[src/core/monitor_aux_map.vh]
// Purpose: Offsets, field positions, reset values and timing constants
//          of the auxiliary monitor control register bank.
// Assumes: 8-bit register port, 100 MHz reference clock.
// Notes:   Definitions only.
`ifndef MONITOR_AUX_MAP_VH
`define MONITOR_AUX_MAP_VH

// Register offsets
`define MA_ADDR_INT_HIGH_LIMIT   8'h13
`define MA_ADDR_EXT_HIGH_LIMIT   8'h14
`define MA_ADDR_FIRST_CONFIG     8'h40
`define MA_ADDR_INTRUSION_CLEAR  8'h46
`define MA_ADDR_VID_FAN_DIV      8'h47
`define MA_ADDR_FIFTH_VID        8'h49
`define MA_ADDR_SECOND_CONFIG    8'h4A
`define MA_ADDR_STATUS_MIRROR    8'h4C

// Field positions
`define MA_INTRUSION_REQ_BIT     7
`define MA_RESTORE_DEFAULTS_BIT  7
`define MA_FAN1_DIV_LSB          4
`define MA_FAN2_DIV_LSB          6
`define MA_CFG2_THERMAL_ALARM_OUT_INT_MASK   0
`define MA_CFG2_INT_LIMIT_LOCK   1
`define MA_CFG2_EXT_LIMIT_LOCK   2
`define MA_CFG2_ALARM_MODE       3
`define MA_CFG2_ID3_IRQ_SEL      6
`define MA_CFG2_ID4_IRQ_SEL      7
`define MA_CFG2_WRITABLE_MASK    8'hCF

// Reset values
`define MA_INTRUSION_RESET       8'h00
`define MA_FAN_DIV_RESET         4'h5
`define MA_FIFTH_VID_RSV_RESET   7'h40
`define MA_SECOND_CONFIG_RESET   8'h00
`define MA_HIGH_LIMIT_RESET      8'h00
`define MA_READ_UNMAPPED         8'h00

// Fan divider ratios per code
`define MA_DIV_CODE_1            2'h0
`define MA_DIV_CODE_2            2'h1
`define MA_DIV_CODE_4            2'h2
`define MA_DIV_RATIO_1           4'h1
`define MA_DIV_RATIO_2           4'h2
`define MA_DIV_RATIO_4           4'h4
`define MA_DIV_RATIO_8           4'h8

// Timing
`define MA_INTRUSION_PULSE_MS    20
`define MA_REF_CLK_KHZ           100000

`endif

[src/core/monitor_aux_control_registers.v]
// Purpose: Auxiliary control and status registers of a hardware monitor:
//          intrusion clear pulse, voltage-ID readback, fan divisors,
//          second configuration and status mirror.
// Assumes: A serial-bus engine presents decoded register accesses, one
//          access per cycle, synchronous to ref_clk_i.
// Notes:   Read data appears one cycle after the read strobe.
`timescale 1ns/1ps
`default_nettype none
`include "monitor_aux_map.vh"

module monitor_aux_control_registers #(
	parameter integer INTRUSION_PULSE_CYCLES =
		`MA_INTRUSION_PULSE_MS * `MA_REF_CLK_KHZ
) (
	// Clock and reset
	input  wire       ref_clk_i,
	input  wire       reset_i,
	// Register port from the serial-bus engine
	input  wire [7:0] reg_addr_i,
	input  wire [7:0] reg_wdata_i,
	input  wire       reg_wr_i,
	input  wire       reg_rd_i,
	output reg  [7:0] reg_rdata_o,
	// Chassis intrusion open-drain pin
	input  wire       chassis_intrusion_pin_i,
	output wire       chassis_intrusion_pin_o,
	output wire       chassis_intrusion_pin_oe_n_o,
	// Voltage-ID pins
	input  wire [3:0] voltage_id_low_nibble_i,
	input  wire       fifth_voltage_id_input_i,
	// Fan tachometer divider ratios
	output wire [3:0] first_fan_divider_o,
	output wire [3:0] second_fan_divider_o,
	// Temperature high limits
	output wire [7:0] int_temp_high_limit_o,
	output wire [7:0] ext_temp_high_limit_o,
	// Thermal and interrupt routing
	input  wire       thermal_event_i,
	output wire       thermal_int_request_o,
	output wire       thermal_alarm_mode_select_o,
	input  wire       interrupt_input_global_enable_i,
	output wire       fourth_id_irq_o,
	output wire       fifth_id_irq_o,
	// Primary first interrupt status register contents
	input  wire [7:0] primary_status_i
);

	localparam [1:0] ST_IDLE  = 2'b01;
	localparam [1:0] ST_PULSE = 2'b10;
	localparam [23:0] PULSE_LAST =
		INTRUSION_PULSE_CYCLES[23:0] - 24'h000001;
	// Whole-byte reset value; bit 7 lives in the state machine
	localparam [7:0] INTR_RESET = `MA_INTRUSION_RESET;

	reg  [1:0]  state_r;
	reg  [1:0]  state_nxt;
	reg  [23:0] pulse_cnt_r;
	reg  [23:0] pulse_cnt_nxt;
	reg  [6:0]  intrusion_rsv_r;
	reg  [3:0]  fan_div_r;
	reg  [6:0]  fifth_rsv_r;
	reg  [7:0]  cfg2_r;
	reg  [7:0]  int_limit_r;
	reg  [7:0]  ext_limit_r;
	reg  [7:0]  rdata_nxt;
	wire [7:0]  fan_ratio;
	wire        restore;
	wire        wr_intr;
	wire        start_req;
	wire        pulse_done;
	wire        sel_cfg1;
	wire        sel_intr;
	wire        sel_div;
	wire        sel_fifth;
	wire        sel_cfg2;
	wire        sel_mirror;
	wire        sel_int_lim;
	wire        sel_ext_lim;
	wire        wr_div;
	wire        wr_fifth;
	wire        wr_cfg2;
	wire        wr_int_lim;
	wire        wr_ext_lim;
	wire        pulse_active;
	wire [7:0]  lock_keep;
	wire        id3_irq_armed;
	wire        id4_irq_armed;

	// Divider code to ratio; shared by both fans
	function [3:0] div_ratio;
		input [1:0] code;
		begin
			if (code == `MA_DIV_CODE_1)
				div_ratio = `MA_DIV_RATIO_1;
			else if (code == `MA_DIV_CODE_2)
				div_ratio = `MA_DIV_RATIO_2;
			else if (code == `MA_DIV_CODE_4)
				div_ratio = `MA_DIV_RATIO_4;
			else
				div_ratio = `MA_DIV_RATIO_8;
		end
	endfunction

	// True when an access targets the given offset
	function hit;
		input [7:0] addr;
		input [7:0] target;
		begin
			hit = (addr == target);
		end
	endfunction

	// Address decode, one select per register
	assign sel_cfg1    = hit(reg_addr_i, `MA_ADDR_FIRST_CONFIG);
	assign sel_intr    = hit(reg_addr_i, `MA_ADDR_INTRUSION_CLEAR);
	assign sel_div     = hit(reg_addr_i, `MA_ADDR_VID_FAN_DIV);
	assign sel_fifth   = hit(reg_addr_i, `MA_ADDR_FIFTH_VID);
	assign sel_cfg2    = hit(reg_addr_i, `MA_ADDR_SECOND_CONFIG);
	assign sel_mirror  = hit(reg_addr_i, `MA_ADDR_STATUS_MIRROR);
	assign sel_int_lim = hit(reg_addr_i, `MA_ADDR_INT_HIGH_LIMIT);
	assign sel_ext_lim = hit(reg_addr_i, `MA_ADDR_EXT_HIGH_LIMIT);

	// Config register 1 lives elsewhere; only its restore bit is watched
	assign restore = reg_wr_i & sel_cfg1 &
		reg_wdata_i[`MA_RESTORE_DEFAULTS_BIT];

	// Write enables
	assign wr_intr   = reg_wr_i & sel_intr;
	assign wr_div    = reg_wr_i & sel_div;
	assign wr_fifth  = reg_wr_i & sel_fifth;
	assign wr_cfg2   = reg_wr_i & sel_cfg2;
	assign start_req = wr_intr & reg_wdata_i[`MA_INTRUSION_REQ_BIT];

	// Limit writes are dropped while the matching lock is set
	assign wr_int_lim = reg_wr_i & sel_int_lim &
		~cfg2_r[`MA_CFG2_INT_LIMIT_LOCK];
	assign wr_ext_lim = reg_wr_i & sel_ext_lim &
		~cfg2_r[`MA_CFG2_EXT_LIMIT_LOCK];

	// Lock bits are sticky; a written zero cannot release them
	assign lock_keep = cfg2_r & ((8'h01 << `MA_CFG2_INT_LIMIT_LOCK) |
		(8'h01 << `MA_CFG2_EXT_LIMIT_LOCK));

	assign pulse_active = (state_r == ST_PULSE);

	// Count only while the wire is really low, so a slow pull-up or a
	// stuck line cannot shorten the pulse below its minimum
	assign pulse_done = pulse_active &
		(pulse_cnt_r == PULSE_LAST);

	always @* begin
		state_nxt = state_r;
		pulse_cnt_nxt = pulse_cnt_r;
		case (state_r)
			ST_IDLE: begin
				// Counter parked at zero between pulses
				pulse_cnt_nxt = 24'h000000;
				if (start_req) begin
					state_nxt = ST_PULSE;
				end
			end
			ST_PULSE: begin
				if (pulse_done) begin
					pulse_cnt_nxt = 24'h000000;
					// A fresh request in the final cycle wins
					if (!start_req) begin
						state_nxt = ST_IDLE;
					end
				end else if (!chassis_intrusion_pin_i) begin
					pulse_cnt_nxt = pulse_cnt_r + 24'h000001;
				end
			end
			default: begin
				state_nxt = ST_IDLE;
				pulse_cnt_nxt = 24'h000000;
			end
		endcase
		// Restore aborts a running pulse at once
		if (restore) begin
			state_nxt = ST_IDLE;
			pulse_cnt_nxt = 24'h000000;
		end
	end

	always @(posedge ref_clk_i) begin
		if (reset_i) begin
			state_r <= ST_IDLE;
			pulse_cnt_r <= 24'h000000;
		end else begin
			state_r <= state_nxt;
			pulse_cnt_r <= pulse_cnt_nxt;
		end
	end

	// Open drain: drive low only; enable is active low
	assign chassis_intrusion_pin_o = 1'b0;
	assign chassis_intrusion_pin_oe_n_o = ~pulse_active;

	// Intrusion register reserved bits
	always @(posedge ref_clk_i) begin
		if (reset_i || restore) begin
			intrusion_rsv_r <= INTR_RESET[6:0];
		end else if (wr_intr) begin
			intrusion_rsv_r <= reg_wdata_i[6:0];
		end
	end

	// Fan divisor nibble
	always @(posedge ref_clk_i) begin
		if (reset_i || restore) begin
			fan_div_r <= `MA_FAN_DIV_RESET;
		end else if (wr_div) begin
			fan_div_r <= reg_wdata_i[7:4];
		end
	end

	// Fifth-ID reserved bits
	always @(posedge ref_clk_i) begin
		if (reset_i || restore) begin
			fifth_rsv_r <= `MA_FIFTH_VID_RSV_RESET;
		end else if (wr_fifth) begin
			fifth_rsv_r <= reg_wdata_i[7:1];
		end
	end

	// Second configuration; reserved bits 4 and 5 are never stored
	always @(posedge ref_clk_i) begin
		if (reset_i || restore) begin
			cfg2_r <= `MA_SECOND_CONFIG_RESET;
		end else if (wr_cfg2) begin
			cfg2_r <= (reg_wdata_i & `MA_CFG2_WRITABLE_MASK) |
				lock_keep;
		end
	end

	// Temperature high limits; not part of the restored set
	always @(posedge ref_clk_i) begin
		if (reset_i) begin
			int_limit_r <= `MA_HIGH_LIMIT_RESET;
		end else if (wr_int_lim) begin
			int_limit_r <= reg_wdata_i;
		end
	end

	always @(posedge ref_clk_i) begin
		if (reset_i) begin
			ext_limit_r <= `MA_HIGH_LIMIT_RESET;
		end else if (wr_ext_lim) begin
			ext_limit_r <= reg_wdata_i;
		end
	end

	assign int_temp_high_limit_o = int_limit_r;
	assign ext_temp_high_limit_o = ext_limit_r;

	// Tachometer counts outside are prescaled by these ratios
	genvar gi;
	generate
		for (gi = 0; gi < 2; gi = gi + 1) begin : g_fan
			assign fan_ratio[gi*4 +: 4] =
				div_ratio(fan_div_r[gi*2 +: 2]);
		end
	endgenerate

	assign first_fan_divider_o = fan_ratio[3:0];
	assign second_fan_divider_o = fan_ratio[7:4];

	// Mask only the interrupt path; alarm pin logic sees the raw event
	assign thermal_int_request_o = thermal_event_i &
		~cfg2_r[`MA_CFG2_THERMAL_ALARM_OUT_INT_MASK];
	assign thermal_alarm_mode_select_o =
		cfg2_r[`MA_CFG2_ALARM_MODE];
	// Each pin needs the global enable as well as its own select bit
	assign id3_irq_armed = interrupt_input_global_enable_i &
		cfg2_r[`MA_CFG2_ID3_IRQ_SEL];
	assign id4_irq_armed = interrupt_input_global_enable_i &
		cfg2_r[`MA_CFG2_ID4_IRQ_SEL];
	// The pins keep feeding the ID readback whatever their role
	assign fourth_id_irq_o = id3_irq_armed &
		voltage_id_low_nibble_i[3];
	assign fifth_id_irq_o = id4_irq_armed &
		fifth_voltage_id_input_i;

	// Read mux; foreign offsets such as the first configuration read zero
	always @* begin
		rdata_nxt = `MA_READ_UNMAPPED;
		if (sel_intr) begin
			rdata_nxt = {pulse_active, intrusion_rsv_r};
		end else if (sel_div) begin
			rdata_nxt = {fan_div_r, voltage_id_low_nibble_i};
		end else if (sel_fifth) begin
			rdata_nxt = {fifth_rsv_r, fifth_voltage_id_input_i};
		end else if (sel_cfg2) begin
			rdata_nxt = cfg2_r;
		end else if (sel_mirror) begin
			// No clear strobe is raised, so the primary flags survive
			rdata_nxt = primary_status_i;
		end else if (sel_int_lim) begin
			rdata_nxt = int_limit_r;
		end else if (sel_ext_lim) begin
			rdata_nxt = ext_limit_r;
		end
	end

	// Captured only on a read strobe, so the byte stands until the next read
	always @(posedge ref_clk_i) begin
		if (reset_i) begin
			reg_rdata_o <= `MA_READ_UNMAPPED;
		end else if (reg_rd_i) begin
			reg_rdata_o <= rdata_nxt;
		end
	end

endmodule // monitor_aux_control_registers
`default_nettype wire

[config.mk]
export PLATFORM = sky130hd
export DESIGN_NAME = monitor_aux_control_registers
export DESIGN_NICKNAME = d
export VERILOG_FILES = /design/src/core/monitor_aux_control_registers.v
export VERILOG_INCLUDE_DIRS = /design/src /design/src/core
export SDC_FILE = /design/constraint.sdc
export NUM_CORES = 1
export LEC_CHECK = 0
export BUFFER_PORTS_ARGS = -buffer_cell sky130_fd_sc_hd__buf_4
export CAP_MARGIN = 10
export CORE_MARGIN = 2
export CORE_UTILIZATION = 55
export DETAILED_ROUTE_END_ITERATION = 10
export PLACE_DENSITY_LB_ADDON = 0.12
export SLEW_MARGIN = 20
export SYNTH_ARGS = -nofsm -noshare
export SYNTH_HDL_FRONTEND = slang
export SYNTH_SLANG_ARGS = --single-unit
[constraint.sdc]
create_clock -name ref_clk_i -period 2.27 [get_ports ref_clk_i]
set_clock_uncertainty 0.2 [all_clocks]
set_input_delay 0.454 -clock ref_clk_i [delete_from_list [all_inputs] [get_ports ref_clk_i]]
set_output_delay 0.454 -clock ref_clk_i [all_outputs]
set_load 0.01 [all_outputs]
==> results of run 1 <==
layout make-up:
class                      count  area [sq um]  share of cell area
timing repair buffer         103           823               0.169
clock inverter                 3          42.5             0.00871
clock buffer                  11           131              0.0269
inverter                       9          33.8             0.00692
multi-input combinational    330          2250               0.461
tap                           96           120              0.0246
sequential                    74          1480               0.303
state kept, by name, indices dropped and copies added, names as in the netlist:
signal                 cells
pulse_cnt_r               24
ext_temp_high_limit_o      8
int_temp_high_limit_o      8
reg_rdata_o                8
fifth_rsv_r                7
intrusion_rsv_r            7
cfg2_r                     6
fan_div_r                  4
state_r                    2
logic make-up (layout without fill, tap and decap cells):
kind of cell	after synthesis	count (layout)
buf+inv	39	126
flops	74	74
mux	32	32
other cells	1	1
simple gates	209	209
compound gates	73	73
fa+ha+maj	1	1
xor+xnor	14	14
worst paths after layout:
check	startpoint	to	slack, ns	cells after the start
worst max-delay path	pulse_cnt_r[4]	pulse_cnt_r[19]	0.13	4
worst min-delay path	reg_wdata_i[4]	fan_div_r[0]	0.18	3
worst max register to register	pulse_cnt_r[4]	pulse_cnt_r[19]	0.13	4
worst min register to register	fifth_rsv_r[3]	fifth_rsv_r[3]	0.27	2
worst max-delay path: cells and delay by family (launching register included):
family / cells / cell delay, ns
AND/OR/NAND/NOR: 3 / 1.28
flip-flops: 1 / 0.45
AO/OA/AOI/OAI: 1 / 0.15
power by group:
group / total [W] / switching (W) / leakage, nW / internal (W)
logic: 0.000231 / 0.000124 / 1.38 / 0.000107
registers: 0.00131 / 0.00000505 / 0.597 / 0.00131
clock network: 0.000958 / 0.000463 / 0.0853 / 0.000495
routing by layer:
layer	part of all wire	up-vias	track usage
met2	0.46	116	0.412
li1	-	1809	-
met3	0.056	14	0.0434
met1	0.47	1776	0.372
met4	0.017	0	0.0909
met5	0	-	0
synth_stat cells (all sizes together) (3+ instances only):
cell type / count / area share
nor3b: 3 / 0.0058
xor2: 5 / 0.011
buf: 9 / 0.013
mux2i: 32 / 0.082
nor2: 59 / 0.057
o31ai: 4 / 0.0077
o21ai: 11 / 0.014
dfxtp: 74 / 0.38
o211a: 5 / 0.013
inv: 9 / 0.0087
nor4b: 5 / 0.013
nand3: 19 / 0.024
xnor2: 9 / 0.020
and4: 5 / 0.012
a2111oi: 6 / 0.014
nand4: 7 / 0.018
or3: 9 / 0.015
clkbuf: 21 / 0.020
and3: 4 / 0.0064
nand2: 27 / 0.026
nand3b: 13 / 0.025
o211ai: 6 / 0.012
and4b: 9 / 0.023
or4: 7 / 0.013
nor4bb: 10 / 0.026
nor2b: 6 / 0.0096
nor3: 6 / 0.012
a21oi: 18 / 0.023
a211oi: 6 / 0.012
nor4: 9 / 0.016
through the flow:
stage	cell area [sq um]	std cells	TNS, ns	total power, W	worst slack [ns]
global placement	4710	612	-0.257	0.00156	-0.0592
global route	4880	626	0	0.00259	0.00656
floorplan	3890	443	0	0.00144	0.0953
CTS	4880	626	0	0.00251	0.137
detailed placement	4710	612	-0.391	0.00157	-0.127
finish	4880	626	0	0.00250	0.130
==> reports/metrics.cfg, run 1 <==
[worst_setup_path]
crit_type=flop to flop
cpMaxStageDelayCell=or4_1
worstPathCellList=nand4_4, or4_1, or4_1, a21oi_1
critPathMaxFanout=10
slowest_delay_ns=0.69
cp_data_required_time_ns=2.35
critPathLaunchType=flop
cp_common_cell=or4_1
cp.arrival_ns=2.22
cp-end-kind=flop

[sta]
fin_crit_sh=0.943
hold_viol=0
period_minus_slack_ns=2.14
fmax_ghz=0.467
setup_viol=0
fin_hold_ws_ns=0.185
tightest_slew_ns=0.480
slew_headroom=0.672
rsz0062_at_grt=false
slew_violations=0

[route]
routedWlPerCell_um=16.4
dr.pass1.iters=5
num_vias=3715
post-route-drc-count=0
antenna_left=0
vias_per_cell=5.93
wirelength_mm=10.3
drt_iter0_markers=223

[final_layout]
fin_util=0.715
final_cell_mix=buf_4 (99), dfxtp_1 (74), nor2_1 (59), mux2i_1 (32), nand2_1 (27)
num_antenna_cells=0
nNetsFinal=564
fillers=555
layout.cells.most_common=buf_4
drive_above_1_share=0.243
syn_to_final_growth_pct=25.4

[die]
ios=74
initial_core_util=0.570
die_w_um=88.1
core_region_area_sq_um=6830
die_area_sq_um=7770
rows=30
die_y_um=88.1

[synth]
synthSimpleGateAreaFrac=0.329
synthesis.nets=480
synth_top_family_by_area=simple AND/OR/NAND/NOR gates
synth_compound_area_frac=0.131
async_reset_ff_frac=0
yosysUniqueCellTypes=61
avgSynthCellArea_sq_um=8.79
ys_warn_count=0
synth_fa_ha_area_frac=0.00321
synthCells=443
synth_mux_area_frac=0.0823
ys_ff_latch=74
ys_seq_area_frac=0.380
synth_edf_count=0
synth_area_sq_um=3890
synth_flop_cell=dfxtp_1
synth-xor-area-share=0.0315

[pwr]
leakage_nw=2.06
vdd.ir_drop.worst_mv=0.334
power.density_nw_per_um2=512

[global_routing]
grtUsageTotal=0.264
grt_remaining_overflow=0
grt_pass1_vias=3342
grt_first_pass_wirelength_mm=16.0
grt_start_max_net_pins=31
grt_antenna_before_repair=0

[cts]
cts_root_buf=clkbuf_8
clock_latency_ns=0.34
postCtsHoldBufs=0
post_cts_resized=0
clk_path_buf_depth=2
cts_tree=done
cts-buffers-inserted=9
htreeDepth=3
cts.clk_slew.worst_paths_ns=0.08
post-cts-setup-buffers=0
cts_sinks=74

[placed_design]
io_buffers=72
hpwl_mm=7.56
place.gp.congestion=0.918

[job]
maxCapViolCount=0

[run_status]
status=finished, final reports clean

[min_path]
hp-class=primary input to flop

Note: power is estimated with default switching activity, not from simulation.
==> run 2, diff against run 1 <==
--- a/config.mk
+++ b/config.mk
@@ -6,10 +6,11 @@
 export SDC_FILE = /design/constraint.sdc
 export NUM_CORES = 1
 export LEC_CHECK = 0
+export ABC_AREA = 1
 export BUFFER_PORTS_ARGS = -buffer_cell sky130_fd_sc_hd__buf_4
 export CAP_MARGIN = 10
 export CORE_MARGIN = 2
-export CORE_UTILIZATION = 55
+export CORE_UTILIZATION = 45
 export DETAILED_ROUTE_END_ITERATION = 10
 export PLACE_DENSITY_LB_ADDON = 0.12
 export SLEW_MARGIN = 20
==> reports/metrics.cfg, run 2 <==
[placed_design]
dp.cells=719  ; +17%
dpl_cell_area_sq_um=4430  ; -5.9%
place.gp.congestion=0.909  ; -1.0%
io_buffers=72  ; unchanged
hpwl_mm=7.94  ; +5.1%

[die]
ios=74  ; unchanged
die_y_um=95.4  ; +8.2%
die_w_um=95.4  ; +8.2%
initial_core_util=0.460  ; -0.110
die_area_sq_um=9100  ; +17%
rows=33  ; +10%
core_region_area_sq_um=8180  ; +20%

[final_layout]
num_antenna_cells=0  ; unchanged
drive_above_1_share=0.205  ; -0.0383
layout.cells.most_common=nand2_1
final_cells=734  ; +17%
largest_register_ffs=24  ; unchanged
design_area_sq_um=4650  ; -4.8%
regMostFlops=pulse_cnt_r
nNetsFinal=662  ; +17%
syn_to_final_growth_pct=23.6
final_cell_mix=nand2_1 (131), buf_4 (84), dfxtp_1 (74), inv_1 (64), nand3_1 (64)

[synth]
synth_most_common_cell=nand2_1
ys_ff_latch=74  ; unchanged
synth_flop_cell=dfxtp_1
yosysUniqueCellTypes=37  ; -39%
synthCells=546  ; +23%
avgSynthCellArea_sq_um=6.88  ; -22%
ys_seq_area_frac=0.394  ; +0.0137
synth_edf_count=0  ; unchanged
ys_warn_count=0  ; unchanged
synthesis.nets=583  ; +21%
synth.top_cell.area_share=0.394  ; +0.0137
async_reset_ff_frac=0  ; unchanged
netlist_top_cells_area=dfxtp_1 (39%), nand2_1 (13%), nand3_1 (8.5%), inv_1 (6.4%), a21oi_1 (6.3%)
yosys.area.top_type=dfxtp_1
synth_common_cells=nand2_1 (131), dfxtp_1 (74), inv_1 (64), nand3_1 (64), nor2_1 (56)
synth_area_sq_um=3760  ; -3.5%

[worst_setup_path]
timing.rr.start=pulse_cnt_r[0]
cp.arrival_ns=2.05  ; -0.17 ns
r2r_setup_slack_ns=0.25  ; +0.12 ns
crit_type=flop to flop
critPathLaunchType=flop
critPathMaxFanout=4  ; -6
cp-end-kind=flop
r2r_end=pulse_cnt_r[18]
cp-startpoint=pulse_cnt_r[0]
ff2ff_path_depth=11  ; +7
endpoint=pulse_cnt_r[18]
cp_data_required_time_ns=2.30  ; -0.05 ns

[sta]
fin_crit_sh=0.889  ; -0.0536
setup_viol=0  ; unchanged
rsz0062_at_grt=true
slew_violations=0  ; unchanged
fmax_ghz=0.495  ; +6.0%
hold_viol=0  ; unchanged
setup_tns_ns=0  ; unchanged
period_minus_slack_ns=2.02  ; -0.122 ns
fin_hold_ws_ns=0.196  ; +0.0111 ns

[route]
wirelength_mm=10.3  ; -0.18%
routedWlPerCell_um=14.0  ; -15%
vias_per_cell=5.13  ; -14%
post-route-drc-count=0  ; unchanged
antenna_left=0  ; unchanged
drt_iter0_markers=158  ; -29%
dr.pass1.iters=4  ; -1
num_vias=3763  ; +1.3%

[pwr]
sw_frac_of_total=0.226  ; -0.0112
p_int_w=0.00200  ; +4.7%
leakage_nw=1.87  ; -9.4%
combPwrFrac=0.059  ; -0.033
vdd.ir_drop.worst_mv=0.419  ; +25%
total_power_w=0.00258  ; +3.2%
p_switching_w=0.000582  ; -1.7%
power.density_nw_per_um2=555  ; +8.4%
seqPwrFrac=0.504  ; -0.020
clkPwrFrac=0.437  ; +0.054

[cts]
cts_sinks=74  ; unchanged
post_cts_resized=0  ; unchanged
cts_root_buf=clkbuf_8
clk_path_buf_depth=2  ; unchanged
cts.clk_slew.worst_paths_ns=0.08  ; about the same
cts_tree=done
htreeDepth=3  ; unchanged
clock_latency_ns=0.35  ; about the same
cts-buffers-inserted=9  ; unchanged

[global_routing]
grt_remaining_overflow=0  ; unchanged
grt_first_pass_wirelength_mm=16.4  ; +2.2%
grt_pass1_vias=3432  ; +2.7%
grt_start_max_net_pins=25  ; -19%
grtUsageTotal=0.237  ; -0.0266
grt_antenna_before_repair=0  ; unchanged

[min_path]
hp-class=primary input to flop

[run_status]
status=finished, final reports clean

[job]
maxCapViolCount=0  ; unchanged

-- run 2: cell type report --
type,instances,area (sq um)
Fill cell,803,3530
Multi-Input combinational cell,387,1930
Sequential cell,74,1480
Timing Repair Buffer,84,631
Inverter,69,259
Clock buffer,10,138
Tap cell,105,131
Clock inverter,5,78.8
-- run 2: worst min-delay path by stage --
stage	from	end	slack (ns)	depth (start not counted)
2_1_floorplan	fifth_rsv_r[0]	fifth_rsv_r[0]	0.24	2
3_3_place_gp	fifth_rsv_r[2]	fifth_rsv_r[2]	0.25	2
3_5_place_dp	intrusion_rsv_r[5]	intrusion_rsv_r[5]	0.26	2
4_1_cts	chassis_intrusion_pin_i	pulse_cnt_r[1]	0.18	3
5_1_grt	chassis_intrusion_pin_i	pulse_cnt_r[1]	0.18	3
6_report	chassis_intrusion_pin_i	pulse_cnt_r[1]	0.20	3
-- run 2: kinds of logic after synthesis --
group                      share of synthesized area
DFF                                            0.394
AOI/OAI and AO/OA                              0.114
buffers and inverters                         0.0932
xor gates and xnor gates                      0.0303
and+or+nand+nor                                0.365
adders and majority gates                    0.00333
other                                       0.000998
-- run 2: critical path: stages (launching register included) --
cell and delay, ns:
dfxtp_1 0.37, ha_1 0.20, inv_1 0.05, nor3_2 0.16, inv_1 0.10, nor2_2 0.14
nand2_1 0.14, nor2_1 0.14, inv_1 0.07, nor2_1 0.12, xor2_1 0.17, nor2_1 0.05
-- run 2: power by group through the flow --
stage	Combinational (W)	Clock, W	Sequential [W]
global placement	0.000151	0	0.00133
CTS	0.000151	0.00114	0.00130
finish	0.000152	0.00113	0.00130
detailed placement	0.000151	0	0.00133
floorplan	0.0000644	0	0.00133
global route	0.000165	0.00121	0.00130
-- run 2: metal layers --
metal	vias to the layer above	wire length, um	GRT usage
met1	1718	4490	0.300
met5	-	0	0
met4	0	195	0.0750
li1	1921	-	-
met2	107	5020	0.407
met3	17	558	0.0474
-- run 2: metrics by stage --
stage	utilization	setup WS, ns
finish	0.568	0.251
global route	0.568	-0.0418
CTS	0.568	0.233
detailed placement	0.542	0.0522
global placement	0.542	0.108
floorplan	-	0.353
-- run 2: repair_timing --
| action | 4_1_cts | 5_1_grt |
|---|---|---|
| hold buffers | 0 | 0 |
| endpoints found under the setup margin | 0 | 3 |
| buffers inserted | 0 | 0 |
==> run 3, diff against run 2 <==
--- a/config.mk
+++ b/config.mk
@@ -12,6 +12,7 @@
 export CORE_MARGIN = 2
 export CORE_UTILIZATION = 45
 export DETAILED_ROUTE_END_ITERATION = 10
+export MAX_ROUTING_LAYER = met4
 export PLACE_DENSITY_LB_ADDON = 0.12
 export SLEW_MARGIN = 20
 export SYNTH_ARGS = -nofsm -noshare
==> reports/metrics.cfg, run 3 (synthesized netlist as in run 2, its figures left out) <==
[run_status]
status=finished, final reports clean

[cts]
cts_root_buf=clkbuf_8
clock_latency_ns=0.35  ; about the same
cts_tree=done
cts_sinks=74  ; unchanged
post-cts-setup-buffers=0  ; unchanged
post_cts_resized=0  ; unchanged
clk_path_buf_depth=2  ; unchanged
cts-buffers-inserted=9  ; unchanged
htreeDepth=3  ; unchanged
cts.clk_slew.worst_paths_ns=0.08  ; about the same

[die]
die_w_um=95.4  ; unchanged
ios=74  ; unchanged
die_y_um=95.4  ; unchanged
core_region_area_sq_um=8180  ; unchanged
initial_core_util=0.460  ; unchanged
rows=33  ; unchanged
die_area_sq_um=9100  ; unchanged

[final_layout]
fin_util=0.568  ; unchanged
regMostFlops=pulse_cnt_r
largest_register_ffs=24  ; unchanged
syn_to_final_growth_pct=23.6  ; unchanged
layout.cells.most_common=nand2_1
fillers=803  ; unchanged
final_cell_mix=nand2_1 (131), buf_4 (84), dfxtp_1 (74), inv_1 (64), nand3_1 (64)
drive_above_1_share=0.205  ; unchanged
nNetsFinal=662  ; unchanged
num_antenna_cells=0  ; unchanged

[pwr]
vdd.ir_drop.worst_mv=0.424  ; +1.4%
p_switching_w=0.000582  ; +0.15%
combPwrFrac=0.059  ; about the same
leakage_nw=1.87  ; unchanged
power.density_nw_per_um2=555  ; about the same
sw_frac_of_total=0.226  ; +0.000261
total_power_w=0.00258  ; about the same
seqPwrFrac=0.504  ; about the same
p_int_w=0.00200  ; about the same
clkPwrFrac=0.437  ; about the same

[worst_setup_path]
crit_type=flop to flop
critPathMaxFanout=4  ; unchanged
cp-end-kind=flop
critPathLaunchType=flop
cp_data_required_time_ns=2.30  ; about the same
cp.arrival_ns=2.05  ; about the same

[route]
num_vias=3762  ; -0.027%
antenna_left=0  ; unchanged
vias_per_cell=5.13  ; about the same
drt_iter0_markers=170  ; +7.6%
wirelength_mm=10.3  ; +0.32%
routedWlPerCell_um=14.0  ; +0.32%
post-route-drc-count=0  ; unchanged
dr.pass1.iters=4  ; unchanged

[placed_design]
place.gp.congestion=0.925  ; +1.7%
hpwl_mm=7.94  ; unchanged
io_buffers=72  ; unchanged

[sta]
rsz0062_at_grt=true
setup_viol=0  ; unchanged
fin_crit_sh=0.890  ; about the same
slew_violations=0  ; unchanged
period_minus_slack_ns=2.02  ; +0.00146 ns
fmax_ghz=0.495  ; about the same
hold_viol=0  ; unchanged

[global_routing]
grt_start_max_net_pins=25  ; unchanged
grtUsageTotal=0.244  ; +0.00700
grt_antenna_before_repair=0  ; unchanged
grt_pass1_vias=3418  ; -0.41%
grt_remaining_overflow=0  ; unchanged
grt_first_pass_wirelength_mm=16.4  ; +0.13%

[min_path]
hp-class=primary input to flop

[job]
maxCapViolCount=0  ; unchanged

==> run 3: cell counts in the layout (fill, tap and decap cells not counted) <==
No cell type changed its count.
==> run 3: worst paths after layout <==
| kind | from | endpoint | slack (ns) | cells after the start |
|---|---|---|---|---|
| hold reg to reg | fifth_rsv_r[1] | fifth_rsv_r[1] | 0.27 | 2 |
| setup reg to reg | pulse_cnt_r[0] | pulse_cnt_r[18] | 0.25 | 11 |
| setup / recovery | pulse_cnt_r[0] | pulse_cnt_r[18] | 0.25 | 11 |
| hold / removal | chassis_intrusion_pin_i | pulse_cnt_r[1] | 0.20 | 3 |
==> run 3: power groups by stage <==
stage / Sequential [W] / Combinational, W / Clock [W]
floorplan: 0.00133 / 0.0000644 / 0
global placement: 0.00133 / 0.000151 / 0
detailed placement: 0.00133 / 0.000151 / 0
CTS: 0.00130 / 0.000151 / 0.00114
global route: 0.00130 / 0.000165 / 0.00121
finish: 0.00130 / 0.000152 / 0.00113
==> run 3: worst max-delay path, stage by stage, from the launching register on <==
cell	delay (ns)
dfxtp_1	0.37
ha_1	0.20
inv_1	0.05
nor3_2	0.16
inv_1	0.10
nor2_2	0.14
nand2_1	0.14
nor2_1	0.14
inv_1	0.07
nor2_1	0.12
xor2_1	0.17
nor2_1	0.05
==> run 3: final cells by class <==
| class | count | area (sq um) | share of cell area |
|---|---|---|---|
| sequential | 74 | 1480 | 0.319 |
| inverter | 69 | 259 | 0.0557 |
| tap | 105 | 131 | 0.0283 |
| clock buffer | 10 | 138 | 0.0296 |
| clock inverter | 5 | 78.8 | 0.0170 |
| multi-input combinational | 387 | 1930 | 0.415 |
| timing repair buffer | 84 | 631 | 0.136 |
==> run 3: timing repair <==
action	in CTS	in global routing
hold buffers	0	0
setup endpoints to repair	0	3
endpoints found under the hold margin	0	0
==> run 3: per-layer routing <==
layer / wire length [um] / vias to the layer above / global-route usage
li1: - / 1922 / -
met1: 4430 / 1709 / 0.302
met2: 5040 / 118 / 0.406
met3: 645 / 13 / 0.0466
met4: 178 / 0 / 0.0750
met5: 0 / - / -
==> run 3: through the flow <==
step	setup TNS [ns]	hold WS [ns]	instance area [sq um]	std cells	worst slack [ns]
2_1_floorplan	0	0.241	3760	546	0.353
3_3_place_gp	0	0.251	4430	719	0.108
5_1_grt	-0.0822	0.177	4650	734	-0.0419
4_1_cts	0	0.181	4650	734	0.233
3_5_place_dp	0	0.256	4430	719	0.0522
6_report	0	0.196	4650	734	0.250
